$ cat src/inc/cvpc_pkg.sv
package cvpc_pkg;
  // ----------------------------------------
  // Timing
  // ----------------------------------------
  localparam int CLK_PERIOD_NS = 5;
  localparam int AUX_PERIOD_NS = 500;
  localparam int SAMPLE_PERIOD_NS = 125000;
  localparam int AUX_DIV = AUX_PERIOD_NS / CLK_PERIOD_NS;
  localparam int AUX_PER_SAMPLE = SAMPLE_PERIOD_NS / AUX_PERIOD_NS;
  localparam int BITS_PER_SAMPLE = 8;
  localparam logic [8:0] PHASE_STEP = 9'(BITS_PER_SAMPLE);
  localparam logic [8:0] PHASE_WRAP = 9'(AUX_PER_SAMPLE);
  // ----------------------------------------
  // Register word indices, byte address is four times the index
  // ----------------------------------------
  localparam logic [5:0] IDX_STREAM_IN = 6'h20;
  localparam logic [5:0] IDX_STREAM_OUT = 6'h22;
  localparam logic [5:0] IDX_PCM_IN = 6'h24;
  localparam logic [5:0] IDX_PCM_OUT = 6'h26;
  localparam logic [5:0] IDX_COMPANDED_IN = 6'h28;
  localparam logic [5:0] IDX_COMPANDED_OUT = 6'h2a;
  localparam logic [5:0] IDX_UNIFORM_IN = 6'h2c;
  localparam logic [5:0] IDX_UNIFORM_OUT = 6'h2e;
  localparam logic [5:0] IDX_CONTROL = 6'h30;
  localparam logic [5:0] IDX_STATUS = 6'h32;
  localparam logic [1:0] RESP_OKAY = 2'h0;
  localparam logic [1:0] RESP_SLVERR = 2'h2;
  // ----------------------------------------
  // FIFOs and codec constants
  // ----------------------------------------
  localparam int FIFO_WORDS = 8;
  localparam logic [3:0] FIFO_FULL = 4'h8;
  localparam logic [3:0] NEAR_LEVEL = 4'h3;
  localparam logic [3:0] OUT_NEAR_FILL = 4'h5;
  localparam logic [15:0] CHECKER = 16'haaaa;
  localparam int STEP_MIN = 10;
  localparam int STEP_MAX = 1280;
  localparam int ACC_DECAY_SHIFT = 5;
  localparam int STEP_DECAY_SHIFT = 10;
  localparam int ACC_MAX = 32767;
  localparam int ACC_MIN = -32768;
  localparam int MU_CLIP = 8159;
  localparam int MU_BIAS = 33;
  localparam int MU_EXP_BIAS = 132;
  localparam int MU_SEG0 = 64;
  localparam int A_SEG0 = 32;
  localparam int A_OFS0 = 8;
  localparam int A_OFS1 = 264;
  localparam logic [7:0] MU_MASK_POS = 8'hff;
  localparam logic [7:0] MU_MASK_NEG = 8'h7f;
  localparam logic [7:0] A_MASK_POS = 8'hd5;
  localparam logic [7:0] A_MASK_NEG = 8'h55;
  localparam logic [7:0] SEG_OVER = 8'h7f;
  typedef enum logic [1:0] {FMT_LINEAR = 2'h0, FMT_ULAW = 2'h1, FMT_ALAW = 2'h2, FMT_LINEAR_ALT = 2'h3} cvpc_format_t;
  typedef struct packed {
    logic dma_enable;
    logic [1:0] attenuation;
    logic standalone_law;
    logic standalone_format_direction;
    cvpc_format_t stream_format_select;
    logic fifo_level_irq_enable;
    logic sample_irq_enable;
    logic core_clock_gate;
  } cvpc_ctrl_t;
  typedef struct packed {
    logic pcm_out_full;
    logic pcm_in_full;
    logic sample_flag;
    logic in_empty;
    logic out_full;
    logic in_fifo_nearly_empty;
    logic out_fifo_nearly_full;
    logic [3:0] in_count;
    logic [3:0] out_count;
  } cvpc_stat_t;
  typedef struct packed {
    logic signed [15:0] acc;
    logic [10:0] step;
    logic [3:0] hist;
  } cvpc_cvsd_t;
endpackage : cvpc_pkg

$ cat src/hw/cvpc_top.sv
// What this block does
// (RL1) One PCM sample each way every period
// (RL2) Two eight-word CVSD FIFOs, in and out
// (RL3) Double-buffered PCM in and out registers
// (RL4) Core runs from gated 2 MHz divided tick
// (RL5) CVSD word every two PCM samples
// (RL6) Sample interrupt every period when enabled
// (RL7) DMA request every period when enabled
// (RL8) FIFO level interrupt when enabled
// (RL9) Interpolate to 64 kHz, then delta encode
// (RL10) Delta decode, then decimate to 8 kHz
// (RL11) Stream path converts selected format automatically
// (RL12) Standalone converter answers on register write
// (RL13) Standalone converts only log to/from linear
// (RL14) Mu-law uses left-aligned 14-bit linear
// (RL15) A-law uses left-aligned 13-bit linear
// (RL16) Gate off stops core, standalone still works
// (RL17) Format select bits pick stream format
// (RL18) Core works on signed 16-bit samples
// (RL19) Attenuation shifts input right 0-3 bits
// (RL20) Log codes expanded to 16-bit linear first
// (RL21) Gate off keeps contents, no periodic events
// (RL22) Out FIFO nearly full at three free
// (RL23) In FIFO nearly empty at three left
// (RL24) Empty in FIFO yields checkerboard pattern
// (RL25) Full out FIFO discards new words
//
// Local design decisions: the address map and the AXI4-Lite register port.
`timescale 1ns/100ps
module cvpc_top #(
  parameter int AUX_DIV_CYCLES = cvpc_pkg::AUX_DIV
) (
  input logic aclk,
  input logic aresetn,
  input logic awvalid,
  output logic awready,
  input logic [7:0] awaddr,
  input logic wvalid,
  output logic wready,
  input logic [31:0] wdata,
  input logic [3:0] wstrb,
  output logic bvalid,
  input logic bready,
  output logic [1:0] bresp,
  input logic arvalid,
  output logic arready,
  input logic [7:0] araddr,
  output logic rvalid,
  input logic rready,
  output logic [31:0] rdata,
  output logic [1:0] rresp,
  output logic irq,
  output logic dma_pcm_req
);
  import cvpc_pkg::*;

  typedef struct packed {
    logic aw_ready;
    logic aw_got;
    logic [5:0] aw_idx;
    logic w_ready;
    logic w_got;
    logic [31:0] w_data;
    logic [3:0] w_strb;
    logic b_valid;
    logic [1:0] b_resp;
    logic ar_ready;
    logic r_valid;
    logic [31:0] r_data;
    logic [1:0] r_resp;
    cvpc_ctrl_t ctrl;
    logic [15:0] pcm_in_hold;
    logic pcm_in_full;
    logic [15:0] pcm_out;
    logic pcm_out_full;
    logic [7:0] comp_out;
    logic [15:0] unif_out;
    logic [FIFO_WORDS-1:0][15:0] in_mem;
    logic [2:0] in_wp;
    logic [2:0] in_rp;
    logic [3:0] in_cnt;
    logic [FIFO_WORDS-1:0][15:0] out_mem;
    logic [2:0] out_wp;
    logic [2:0] out_rp;
    logic [3:0] out_cnt;
    logic [15:0] aux_cnt;
    logic [8:0] phase;
    logic [2:0] sub;
    logic signed [15:0] prev;
    logic signed [15:0] cur;
    cvpc_cvsd_t enc;
    cvpc_cvsd_t dec;
    logic [15:0] enc_word;
    logic [3:0] enc_bits;
    logic [15:0] dec_word;
    logic [3:0] dec_bits;
    logic signed [18:0] dec_sum;
    logic sample_flag;
    logic irq;
    logic dma_req;
  } cvpc_state_t;

  cvpc_state_t st_reg;
  cvpc_state_t st_next;
  cvpc_stat_t stat;
  logic do_write;
  logic aux_tick;
  logic bit_tick;
  logic ebit;
  logic dbit;
  logic [31:0] wmerge;
  logic [15:0] lin;
  int interp;

  // ----------------------------------------
  // Companding, CVSD and byte-lane merge helpers
  // ----------------------------------------
  function automatic logic [7:0] mu_compress(logic [15:0] x);
    int v;
    int seg;
    int k;
    logic [7:0] mask;
    logic [7:0] u;
    v = int'($signed(x)) >>> 2; // RL14
    mask = MU_MASK_POS;
    if (v < 0)
    begin
      v = -v;
      mask = MU_MASK_NEG;
    end
    if (v > MU_CLIP)
      v = MU_CLIP;
    v = v + MU_BIAS;
    seg = 8;
    for (k = 7; k >= 0; k--)
      if (v < (MU_SEG0 << k))
        seg = k;
    if (seg > 7)
      u = SEG_OVER;
    else
      u = {1'b0, seg[2:0], 4'(v >> (seg + 1))};
    return u ^ mask;
  endfunction : mu_compress

  function automatic logic [15:0] mu_expand(logic [7:0] c);
    logic [7:0] u;
    int t;
    u = ~c;
    t = (int'(u[3:0]) << 3) + MU_EXP_BIAS;
    t = t << u[6:4];
    t = u[7] ? MU_EXP_BIAS - t : t - MU_EXP_BIAS; // RL14
    return 16'(t);
  endfunction : mu_expand

  function automatic logic [7:0] a_compress(logic [15:0] x);
    int v;
    int seg;
    int k;
    logic [7:0] mask;
    logic [7:0] a;
    v = int'($signed(x)) >>> 3; // RL15
    mask = A_MASK_POS;
    if (v < 0)
    begin
      v = -v - 1;
      mask = A_MASK_NEG;
    end
    seg = 8;
    for (k = 7; k >= 0; k--)
      if (v < (A_SEG0 << k))
        seg = k;
    if (seg > 7)
      a = SEG_OVER;
    else if (seg < 2)
      a = {1'b0, seg[2:0], 4'(v >> 1)};
    else
      a = {1'b0, seg[2:0], 4'(v >> seg)};
    return a ^ mask;
  endfunction : a_compress

  function automatic logic [15:0] a_expand(logic [7:0] c);
    logic [7:0] a;
    int t;
    a = c ^ A_MASK_NEG;
    t = int'(a[3:0]) << 4;
    if (a[6:4] == 3'h0)
      t = t + A_OFS0;
    else if (a[6:4] == 3'h1)
      t = t + A_OFS1;
    else
      t = (t + A_OFS1) << (a[6:4] - 3'h1);
    return a[7] ? 16'(t) : 16'(-t); // RL15
  endfunction : a_expand

  // Linear formats pass through; log codes sit in the low byte
  function automatic logic [15:0] to_linear(cvpc_format_t f, logic [15:0] x);
    case (f)
      FMT_ULAW: return mu_expand(x[7:0]); // RL20
      FMT_ALAW: return a_expand(x[7:0]); // RL20
      default: return x;
    endcase
  endfunction : to_linear

  function automatic logic [15:0] from_linear(cvpc_format_t f, logic [15:0] x);
    case (f)
      FMT_ULAW: return {8'h00, mu_compress(x)};
      FMT_ALAW: return {8'h00, a_compress(x)};
      default: return x;
    endcase
  endfunction : from_linear

  // Shared by encoder and decoder so both track the same estimate
  function automatic cvpc_cvsd_t cvsd_step(cvpc_cvsd_t s, logic b);
    cvpc_cvsd_t n;
    int st;
    int acc;
    n.hist = {s.hist[2:0], b};
    st = int'(s.step);
    if (n.hist == 4'hf || n.hist == 4'h0)
      st = (st + STEP_MIN > STEP_MAX) ? STEP_MAX : st + STEP_MIN;
    else
      st = st - (st >>> STEP_DECAY_SHIFT);
    if (st < STEP_MIN)
      st = STEP_MIN;
    acc = int'(s.acc); // RL18
    acc = acc - (acc >>> ACC_DECAY_SHIFT);
    acc = b ? acc + st : acc - st;
    if (acc > ACC_MAX)
      acc = ACC_MAX;
    if (acc < ACC_MIN)
      acc = ACC_MIN;
    n.acc = 16'(acc);
    n.step = 11'(st);
    return n;
  endfunction : cvsd_step

  function automatic logic [31:0] lane_merge(logic [31:0] o, logic [31:0] n, logic [3:0] strb);
    logic [31:0] m;
    int i;
    m = o;
    for (i = 0; i < 4; i++)
      if (strb[i])
        m[i*8 +: 8] = n[i*8 +: 8];
    return m;
  endfunction : lane_merge

  // ----------------------------------------
  // Next state
  // ----------------------------------------
  always_comb
  begin
    st_next = st_reg;
    st_next.dma_req = 1'b0;
    wmerge = 32'h0;
    lin = 16'h0;
    interp = 0;
    ebit = 1'b0;
    dbit = 1'b0;
    stat = '0;
    // Bus write channels, address and data in either order
    if (st_reg.aw_ready && awvalid)
    begin
      st_next.aw_got = 1'b1;
      st_next.aw_idx = awaddr[7:2];
    end
    if (st_reg.w_ready && wvalid)
    begin
      st_next.w_got = 1'b1;
      st_next.w_data = wdata;
      st_next.w_strb = wstrb;
    end
    if (st_reg.b_valid && bready)
      st_next.b_valid = 1'b0;
    do_write = st_next.aw_got && st_next.w_got && !st_next.b_valid;
    if (do_write)
    begin
      st_next.aw_got = 1'b0;
      st_next.w_got = 1'b0;
      st_next.b_valid = 1'b1;
      st_next.b_resp = RESP_OKAY;
      case (st_next.aw_idx)
        IDX_STREAM_IN:
        begin
          wmerge = lane_merge(32'h0, st_next.w_data, st_next.w_strb);
          if (st_next.in_cnt != FIFO_FULL) // RL2
          begin
            st_next.in_mem[st_next.in_wp] = wmerge[15:0];
            st_next.in_wp = st_next.in_wp + 3'h1;
            st_next.in_cnt = st_next.in_cnt + 4'h1;
          end
        end
        IDX_PCM_IN:
        begin
          wmerge = lane_merge({16'h0, st_reg.pcm_in_hold}, st_next.w_data, st_next.w_strb);
          st_next.pcm_in_hold = wmerge[15:0]; // RL3
          st_next.pcm_in_full = 1'b1;
        end
        IDX_COMPANDED_IN:
        begin
          if (!st_reg.ctrl.standalone_format_direction) // RL12
            st_next.unif_out = st_reg.ctrl.standalone_law ? a_expand(st_next.w_data[7:0])
              : mu_expand(st_next.w_data[7:0]); // RL13
        end
        IDX_UNIFORM_IN:
        begin
          if (st_reg.ctrl.standalone_format_direction) // RL12
            st_next.comp_out = st_reg.ctrl.standalone_law ? a_compress(st_next.w_data[15:0])
              : mu_compress(st_next.w_data[15:0]); // RL13
        end
        IDX_CONTROL:
        begin
          wmerge = lane_merge({22'h0, st_reg.ctrl}, st_next.w_data, st_next.w_strb);
          st_next.ctrl = cvpc_ctrl_t'(wmerge[9:0]);
        end
        IDX_STREAM_OUT, IDX_PCM_OUT, IDX_COMPANDED_OUT, IDX_UNIFORM_OUT, IDX_STATUS:
          st_next.b_resp = RESP_OKAY;
        default:
          st_next.b_resp = RESP_SLVERR;
      endcase
    end
    // Bus read channel; reads with side effects act once, at acceptance
    if (st_reg.r_valid && rready)
      st_next.r_valid = 1'b0;
    if (st_reg.ar_ready && arvalid)
    begin
      st_next.r_valid = 1'b1;
      st_next.r_resp = RESP_OKAY;
      st_next.r_data = 32'h0;
      case (araddr[7:2])
        IDX_STREAM_OUT:
        begin
          // Empty read returns zero and leaves the pointers alone
          if (st_next.out_cnt != 4'h0)
          begin
            st_next.r_data = {16'h0, st_next.out_mem[st_next.out_rp]};
            st_next.out_rp = st_next.out_rp + 3'h1;
            st_next.out_cnt = st_next.out_cnt - 4'h1;
          end
        end
        IDX_PCM_OUT:
        begin
          st_next.r_data = {16'h0, st_reg.pcm_out}; // RL3
          st_next.pcm_out_full = 1'b0;
        end
        IDX_COMPANDED_OUT:
          st_next.r_data = {24'h0, st_reg.comp_out};
        IDX_UNIFORM_OUT:
          st_next.r_data = {16'h0, st_reg.unif_out};
        IDX_CONTROL:
          st_next.r_data = {22'h0, st_reg.ctrl};
        IDX_STATUS:
        begin
          st_next.r_data = {17'h0, stat_of(st_reg)};
          st_next.sample_flag = 1'b0;
        end
        IDX_STREAM_IN, IDX_PCM_IN, IDX_COMPANDED_IN, IDX_UNIFORM_IN:
          st_next.r_data = 32'h0;
        default:
          st_next.r_resp = RESP_SLVERR;
      endcase
    end
    // ----------------------------------------
    // Converter core, paced by the divided auxiliary tick
    // ----------------------------------------
    // Gate off freezes the counters so the period resumes where it stopped
    aux_tick = st_reg.ctrl.core_clock_gate && (st_reg.aux_cnt == 16'(AUX_DIV_CYCLES - 1)); // RL4 RL16
    if (st_reg.ctrl.core_clock_gate)
      st_next.aux_cnt = aux_tick ? 16'h0 : st_reg.aux_cnt + 16'h1; // RL4
    bit_tick = aux_tick && (st_reg.phase + PHASE_STEP >= PHASE_WRAP);
    if (aux_tick)
      st_next.phase = bit_tick ? st_reg.phase + PHASE_STEP - PHASE_WRAP : st_reg.phase + PHASE_STEP;
    if (bit_tick) // RL21
    begin
      if (st_reg.sub == 3'h0)
      begin
        st_next.pcm_out = from_linear(st_reg.ctrl.stream_format_select, 16'(st_reg.dec_sum >>> 3)); // RL10 RL11
        st_next.pcm_out_full = 1'b1; // RL1 RL3
        st_next.dec_sum = 19'sh0;
        lin = to_linear(st_reg.ctrl.stream_format_select, st_reg.pcm_in_hold); // RL11 RL17
        st_next.prev = st_reg.cur;
        st_next.cur = $signed(lin) >>> st_reg.ctrl.attenuation; // RL19
        // A write landing on the same edge keeps the flag set for the new sample
        if (!(do_write && st_next.aw_idx == IDX_PCM_IN))
          st_next.pcm_in_full = 1'b0; // RL1
        st_next.sample_flag = 1'b1; // RL6
        st_next.dma_req = st_reg.ctrl.dma_enable; // RL7
      end
      interp = int'(st_next.prev) + ((int'(st_next.cur) - int'(st_next.prev)) * int'(st_reg.sub) >>> 3); // RL9
      ebit = ($signed(16'(interp)) >= st_reg.enc.acc); // RL9
      st_next.enc = cvsd_step(st_reg.enc, ebit);
      st_next.enc_word = {ebit, st_reg.enc_word[15:1]};
      st_next.enc_bits = st_reg.enc_bits + 4'h1;
      if (st_reg.enc_bits == 4'hf && st_next.out_cnt != FIFO_FULL) // RL5 RL25
      begin
        st_next.out_mem[st_next.out_wp] = st_next.enc_word;
        st_next.out_wp = st_next.out_wp + 3'h1;
        st_next.out_cnt = st_next.out_cnt + 4'h1;
      end
      st_next.dec_word = st_reg.dec_word;
      if (st_reg.dec_bits == 4'h0)
      begin
        st_next.dec_word = CHECKER; // RL24
        if (st_next.in_cnt != 4'h0) // RL2
        begin
          st_next.dec_word = st_next.in_mem[st_next.in_rp];
          st_next.in_rp = st_next.in_rp + 3'h1;
          st_next.in_cnt = st_next.in_cnt - 4'h1;
        end
      end
      dbit = st_next.dec_word[0];
      st_next.dec_word = {1'b0, st_next.dec_word[15:1]};
      st_next.dec_bits = st_reg.dec_bits + 4'h1;
      st_next.dec = cvsd_step(st_reg.dec, dbit); // RL10
      st_next.dec_sum = st_next.dec_sum + 19'(st_next.dec.acc); // RL10
      st_next.sub = st_reg.sub + 3'h1;
    end
    // ----------------------------------------
    // Handshake readiness and interrupt line
    // ----------------------------------------
    st_next.aw_ready = !st_next.aw_got && !st_next.b_valid;
    st_next.w_ready = !st_next.w_got && !st_next.b_valid;
    st_next.ar_ready = !st_next.r_valid;
    stat = stat_of(st_next);
    st_next.irq = (st_next.sample_flag && st_next.ctrl.sample_irq_enable) // RL6
      || ((stat.out_fifo_nearly_full || stat.in_fifo_nearly_empty)
      && st_next.ctrl.fifo_level_irq_enable); // RL8 RL22 RL23
  end

  function automatic cvpc_stat_t stat_of(cvpc_state_t s);
    cvpc_stat_t t;
    t.pcm_out_full = s.pcm_out_full;
    t.pcm_in_full = s.pcm_in_full;
    t.sample_flag = s.sample_flag;
    t.in_empty = (s.in_cnt == 4'h0);
    t.out_full = (s.out_cnt == FIFO_FULL);
    t.in_fifo_nearly_empty = (s.in_cnt <= NEAR_LEVEL); // RL23
    t.out_fifo_nearly_full = (s.out_cnt >= OUT_NEAR_FILL); // RL22
    t.in_count = s.in_cnt;
    t.out_count = s.out_cnt;
    return t;
  endfunction : stat_of

  // ----------------------------------------
  // State register
  // ----------------------------------------
  always_ff @(posedge aclk)
  begin
    if (!aresetn)
      st_reg <= '0;
    else
      st_reg <= st_next;
  end

  assign awready = st_reg.aw_ready;
  assign wready = st_reg.w_ready;
  assign bvalid = st_reg.b_valid;
  assign bresp = st_reg.b_resp;
  assign arready = st_reg.ar_ready;
  assign rvalid = st_reg.r_valid;
  assign rdata = st_reg.r_data;
  assign rresp = st_reg.r_resp;
  assign irq = st_reg.irq;
  assign dma_pcm_req = st_reg.dma_req;
endmodule : cvpc_top

$ cat config.mk
export PLATFORM = sky130hd
export DESIGN_NAME = cvpc_top
export DESIGN_NICKNAME = d
export VERILOG_FILES = /design/src/inc/cvpc_pkg.sv /design/src/hw/cvpc_top.sv
export SDC_FILE = /design/constraint.sdc
export NUM_CORES = 2
export LEC_CHECK = 0
export BUFFER_PORTS_ARGS = -buffer_cell sky130_fd_sc_hd__buf_2
export CAP_MARGIN = 5
export CELL_PAD_IN_SITES_DETAIL_PLACEMENT = 1
export CELL_PAD_IN_SITES_GLOBAL_PLACEMENT = 1
export CORE_MARGIN = 2
export CORE_UTILIZATION = 34
export DETAILED_ROUTE_END_ITERATION = 12
export PLACE_DENSITY_LB_ADDON = 0.1
export SYNTH_ARGS = -nofsm -noshare
export SYNTH_HDL_FRONTEND = slang
export SYNTH_SLANG_ARGS = --single-unit
$ cat constraint.sdc
create_clock -name aclk -period 16.5 [get_ports aclk]
set_input_delay 1.65 -clock aclk [delete_from_list [all_inputs] [get_ports aclk]]
set_output_delay 1.65 -clock aclk [all_outputs]
set_load 0.02 [all_outputs]
==> flow_metrics.env <==
export IMPL_crit_type="reg2reg"
export IMPL_wl_per_cell_um=20.27
export IMPL_relSlewSlack=0.1928
export IMPL_gr_total_overflow=0
export IMPL_hold_violations=0
export IMPL_path_delay_family="compound AO/OA/AOI/OAI gates"
export IMPL_path_common_cell="ha_1"
export IMPL_hp_class="reg2reg"
export IMPL_cp_depth=77
export IMPL_vias=39937
export IMPL_place_gp_congestion=0.8523
export IMPL_worst_pin_slew_ns=1.177
export IMPL_clock_tree_root_cell="clkbuf_16"
export IMPL_crit_arrival_ns=15.91
export IMPL_antenna_found_initial=2
export IMPL_finalNetCount=5944
export IMPL_min_path_cells=1
export IMPL_synthSimpleGateAreaFrac=0.2183
export IMPL_status="finished, final reports clean"
export IMPL_slowest_delay_ns=0.59
export IMPL_rows=130
export IMPL_r2r_end="st_reg[118]$_SDFFE_PN0P_"
export IMPL_drt_initial_drc_count=2109
export IMPL_powerDensity_nw_per_um2=74.85
export IMPL_synth_mux_area_fraction=0.08837
export IMPL_synth_top_family_by_area="simple AND/OR/NAND/NOR gates"
export IMPL_ant_nets=0
export IMPL_drive_gt1_frac=0.09602
export IMPL_synth_compound_area_frac=0.2174
export IMPL_vias_per_cell=5.465
export IMPL_start_kind="flip-flop"
export IMPL_route_detailed_drc=0
export IMPL_synthCells=5690
export IMPL_final_cells=7308
export IMPL_postCtsHoldBufs=0
export IMPL_crit_buf_inv=10
export IMPL_ys_async_sr_fraction=0
export IMPL_ys_types=103
export IMPL_core_area_sq_um=125400
export IMPL_grt_pass1_vias=39989
export IMPL_crit_required_ns=17.09
export IMPL_synth_edff_count=0
export IMPL_synth_commonest_cells="735 x nand2_1, 719 x nor2_1, 567 x dfxtp_1, 562 x a21oi_1, 295 x clkbuf_1"
export IMPL_dp_hpwl_mm=107.8
export IMPL_synth_xor_area_share=0.05827
export IMPL_cts_clk_slew_worst_paths_ns=0.06
export IMPL_crit_path_end_kind="flip-flop"
export IMPL_ff2ff_path_depth=77
export IMPL_final_cell_area_sq_um=47610
export IMPL_regToRegStartpoint="st_reg[508]$_SDFFE_PN0P_"
export IMPL_hp_start="st_reg[611]$_SDFF_PN0_"
export IMPL_clockBufferDepth=3
export IMPL_cts_tree="yes"
export IMPL_finalCriticalPeriod_ns=15.33
export IMPL_synth_ff_type="dfxtp_1"
export IMPL_yosysMostFrequentCell="nand2_1"
export IMPL_slew_viol_final=0
export IMPL_crit_path_start="st_reg[508]$_SDFFE_PN0P_"
export IMPL_routed_wirelength_mm=148.2
export IMPL_synth_area_leaders="dfxtp_1 26%, ha_1 7.7%, a21oi_1 6.5%, nand2_1 6.4%, nor2_1 6.3%"
export IMPL_die_area_sq_um=129200
export IMPL_skew_ns=0.03065
export IMPL_synth_warnings=0
export IMPL_hold_end="awready$_SDFF_PN0_"
export IMPL_io_pins=102
export IMPL_rrSetupSlack_ns=1.17
export IMPL_synth_seq_cells=567
export IMPL_power_total_uw=3563
export IMPL_setup_viol=0
export IMPL_fmax_mhz=65.25
export IMPL_largest_register_ffs=542
export IMPL_die_y_um=359.4
export IMPL_grt_total_usage=0.2236
export IMPL_ys_seq_area_frac=0.2643
export IMPL_syn_area_sq_um=42940
export IMPL_drt_pass1_iter_count=5
export IMPL_maxCapViolations=0
export IMPL_final_period_utilization=0.9288
export IMPL_grt_max_degree=179
export IMPL_fillers=15263
export IMPL_ir_worst_vdd_v=0.00008340
export IMPL_htree_levels=3
export IMPL_portBuffers=61
export IMPL_avgSynthCellArea_sq_um=7.547
export IMPL_grt_pass1_wl_mm=233.1
export IMPL_clock_sinks=567
export IMPL_tns_ns=0
export IMPL_p_leak_uw=0.01828
export IMPL_cp_slowest_cell="fa_1"
export IMPL_synth_top_area_frac=0.2643
export IMPL_cts_made_buffers=76
export IMPL_start_util=0.3424
export IMPL_dpl_cell_area_sq_um=44760
export IMPL_synth_fa_ha_area_frac=0.08822
export IMPL_insertion_delay_ns=0.66
export IMPL_dpl_cell_count=7161
export IMPL_area_growth_pct=10.86
export IMPL_die_w_um=359.4
export IMPL_synth_largest_area_cell="dfxtp_1"
export IMPL_cp_max_fo=18
how the worst max path moves through the flow:
stage | endpoint | slack (ns)
floorplan | st_reg[113]$_SDFFE_PN0P_ | 1.0
global placement | st_reg[119]$_SDFFE_PN0P_ | -0.15
detailed placement | st_reg[110]$_SDFFE_PN0P_ | -0.32
CTS | st_reg[116]$_SDFFE_PN0P_ | 0.003
global route | st_reg[122]$_SDFFE_PN0P_ | -0.05
finish | st_reg[118]$_SDFFE_PN0P_ | 1.17
logic make-up (layout without fill, tap and decap cells):
| kind of cell | after synthesis | count (layout) |
|---|---|---|
| AND/OR/NAND/NOR | 2094 | 2094 |
| adder cells (fa/ha/maj) | 289 | 289 |
| flip-flops | 567 | 567 |
| multiplexers | 290 | 290 |
| other | 2 | 37 |
| XOR/XNOR | 284 | 284 |
| AO/OA/AOI/OAI | 1482 | 1482 |
| buffers and inverters | 682 | 615 |
cell type report:
class                           count  area, sq um  area share
Clock buffer                       92         2002     0.04205
Clock inverter                     45        548.0     0.01151
Sequential cell                   567        11360      0.2387
Timing Repair Buffer              184         1270     0.02668
Tap cell                         1650         2064     0.04337
Inverter                          294         1111     0.02334
Antenna cell                        3        7.507   0.0001577
Multi-Input combinational cell   4473        29240      0.6142
metrics by stage:
stage | utilization | hold slack (ns) | setup WS [ns]
6_report | 0.3796 | 0.4212 | 1.175
5_1_grt | 0.3796 | 0.4424 | -0.04697
4_1_cts | 0.3774 | 0.4212 | 0.002606
3_5_place_dp | 0.3569 | 0.4157 | -0.3225
3_3_place_gp | 0.3569 | 0.4090 | -0.1451
2_1_floorplan | - | 0.4016 | 0.9971
report_power, final:
group	switching [uW]	internal (uW)	leakage (uW)
Combinational	301	156	0.0125
Clock	698	1030	0.00124
Sequential	5.79	1370	0.00457
timing repair:
item | 4_1_cts | 5_1_grt
setup buffers | 0 | 6
pin swaps | 0 | 14
setup endpoints to repair | 15 | 16
endpoints found under the hold margin | 0 | 0
resized for setup | 6 | 69
cloned | 0 | 1
routing by layer:
layer | up-vias | global-route usage | wire (um) | share of wire
met4 | 0 | 0.04335 | 2281 | 0.015
met1 | 19649 | 0.3118 | 72960 | 0.49
met5 | - | 0 | 0 | 0
met3 | 132 | 0.03589 | 6330 | 0.043
met2 | 472 | 0.3637 | 66600 | 0.45
li1 | 19684 | - | - | -
placed cells by master, fill, tap and decap left out, types with 116 or more instances in the layout:
cell     instances
nand2_1        734
nor2_1         713
dfxtp_1        562
a21oi_1        557
inv_1          286
ha_1           264
o21ai_0        248
mux2i_1        179
xnor2_1        167
buf_4          116
worst register-to-register path: cells and delay by family, from the launching register on:
family	cells	cell delay, ns
adder cells (fa/ha/maj)	10	3.11
XOR/XNOR	6	0.98
AND/OR/NAND/NOR	17	2.73
AO/OA/AOI/OAI	33	6.32
buffers and inverters	10	1.36
flip-flops	1	0.42
multiplexers	1	0.32
Note: power is estimated with default switching activity, not from simulation.
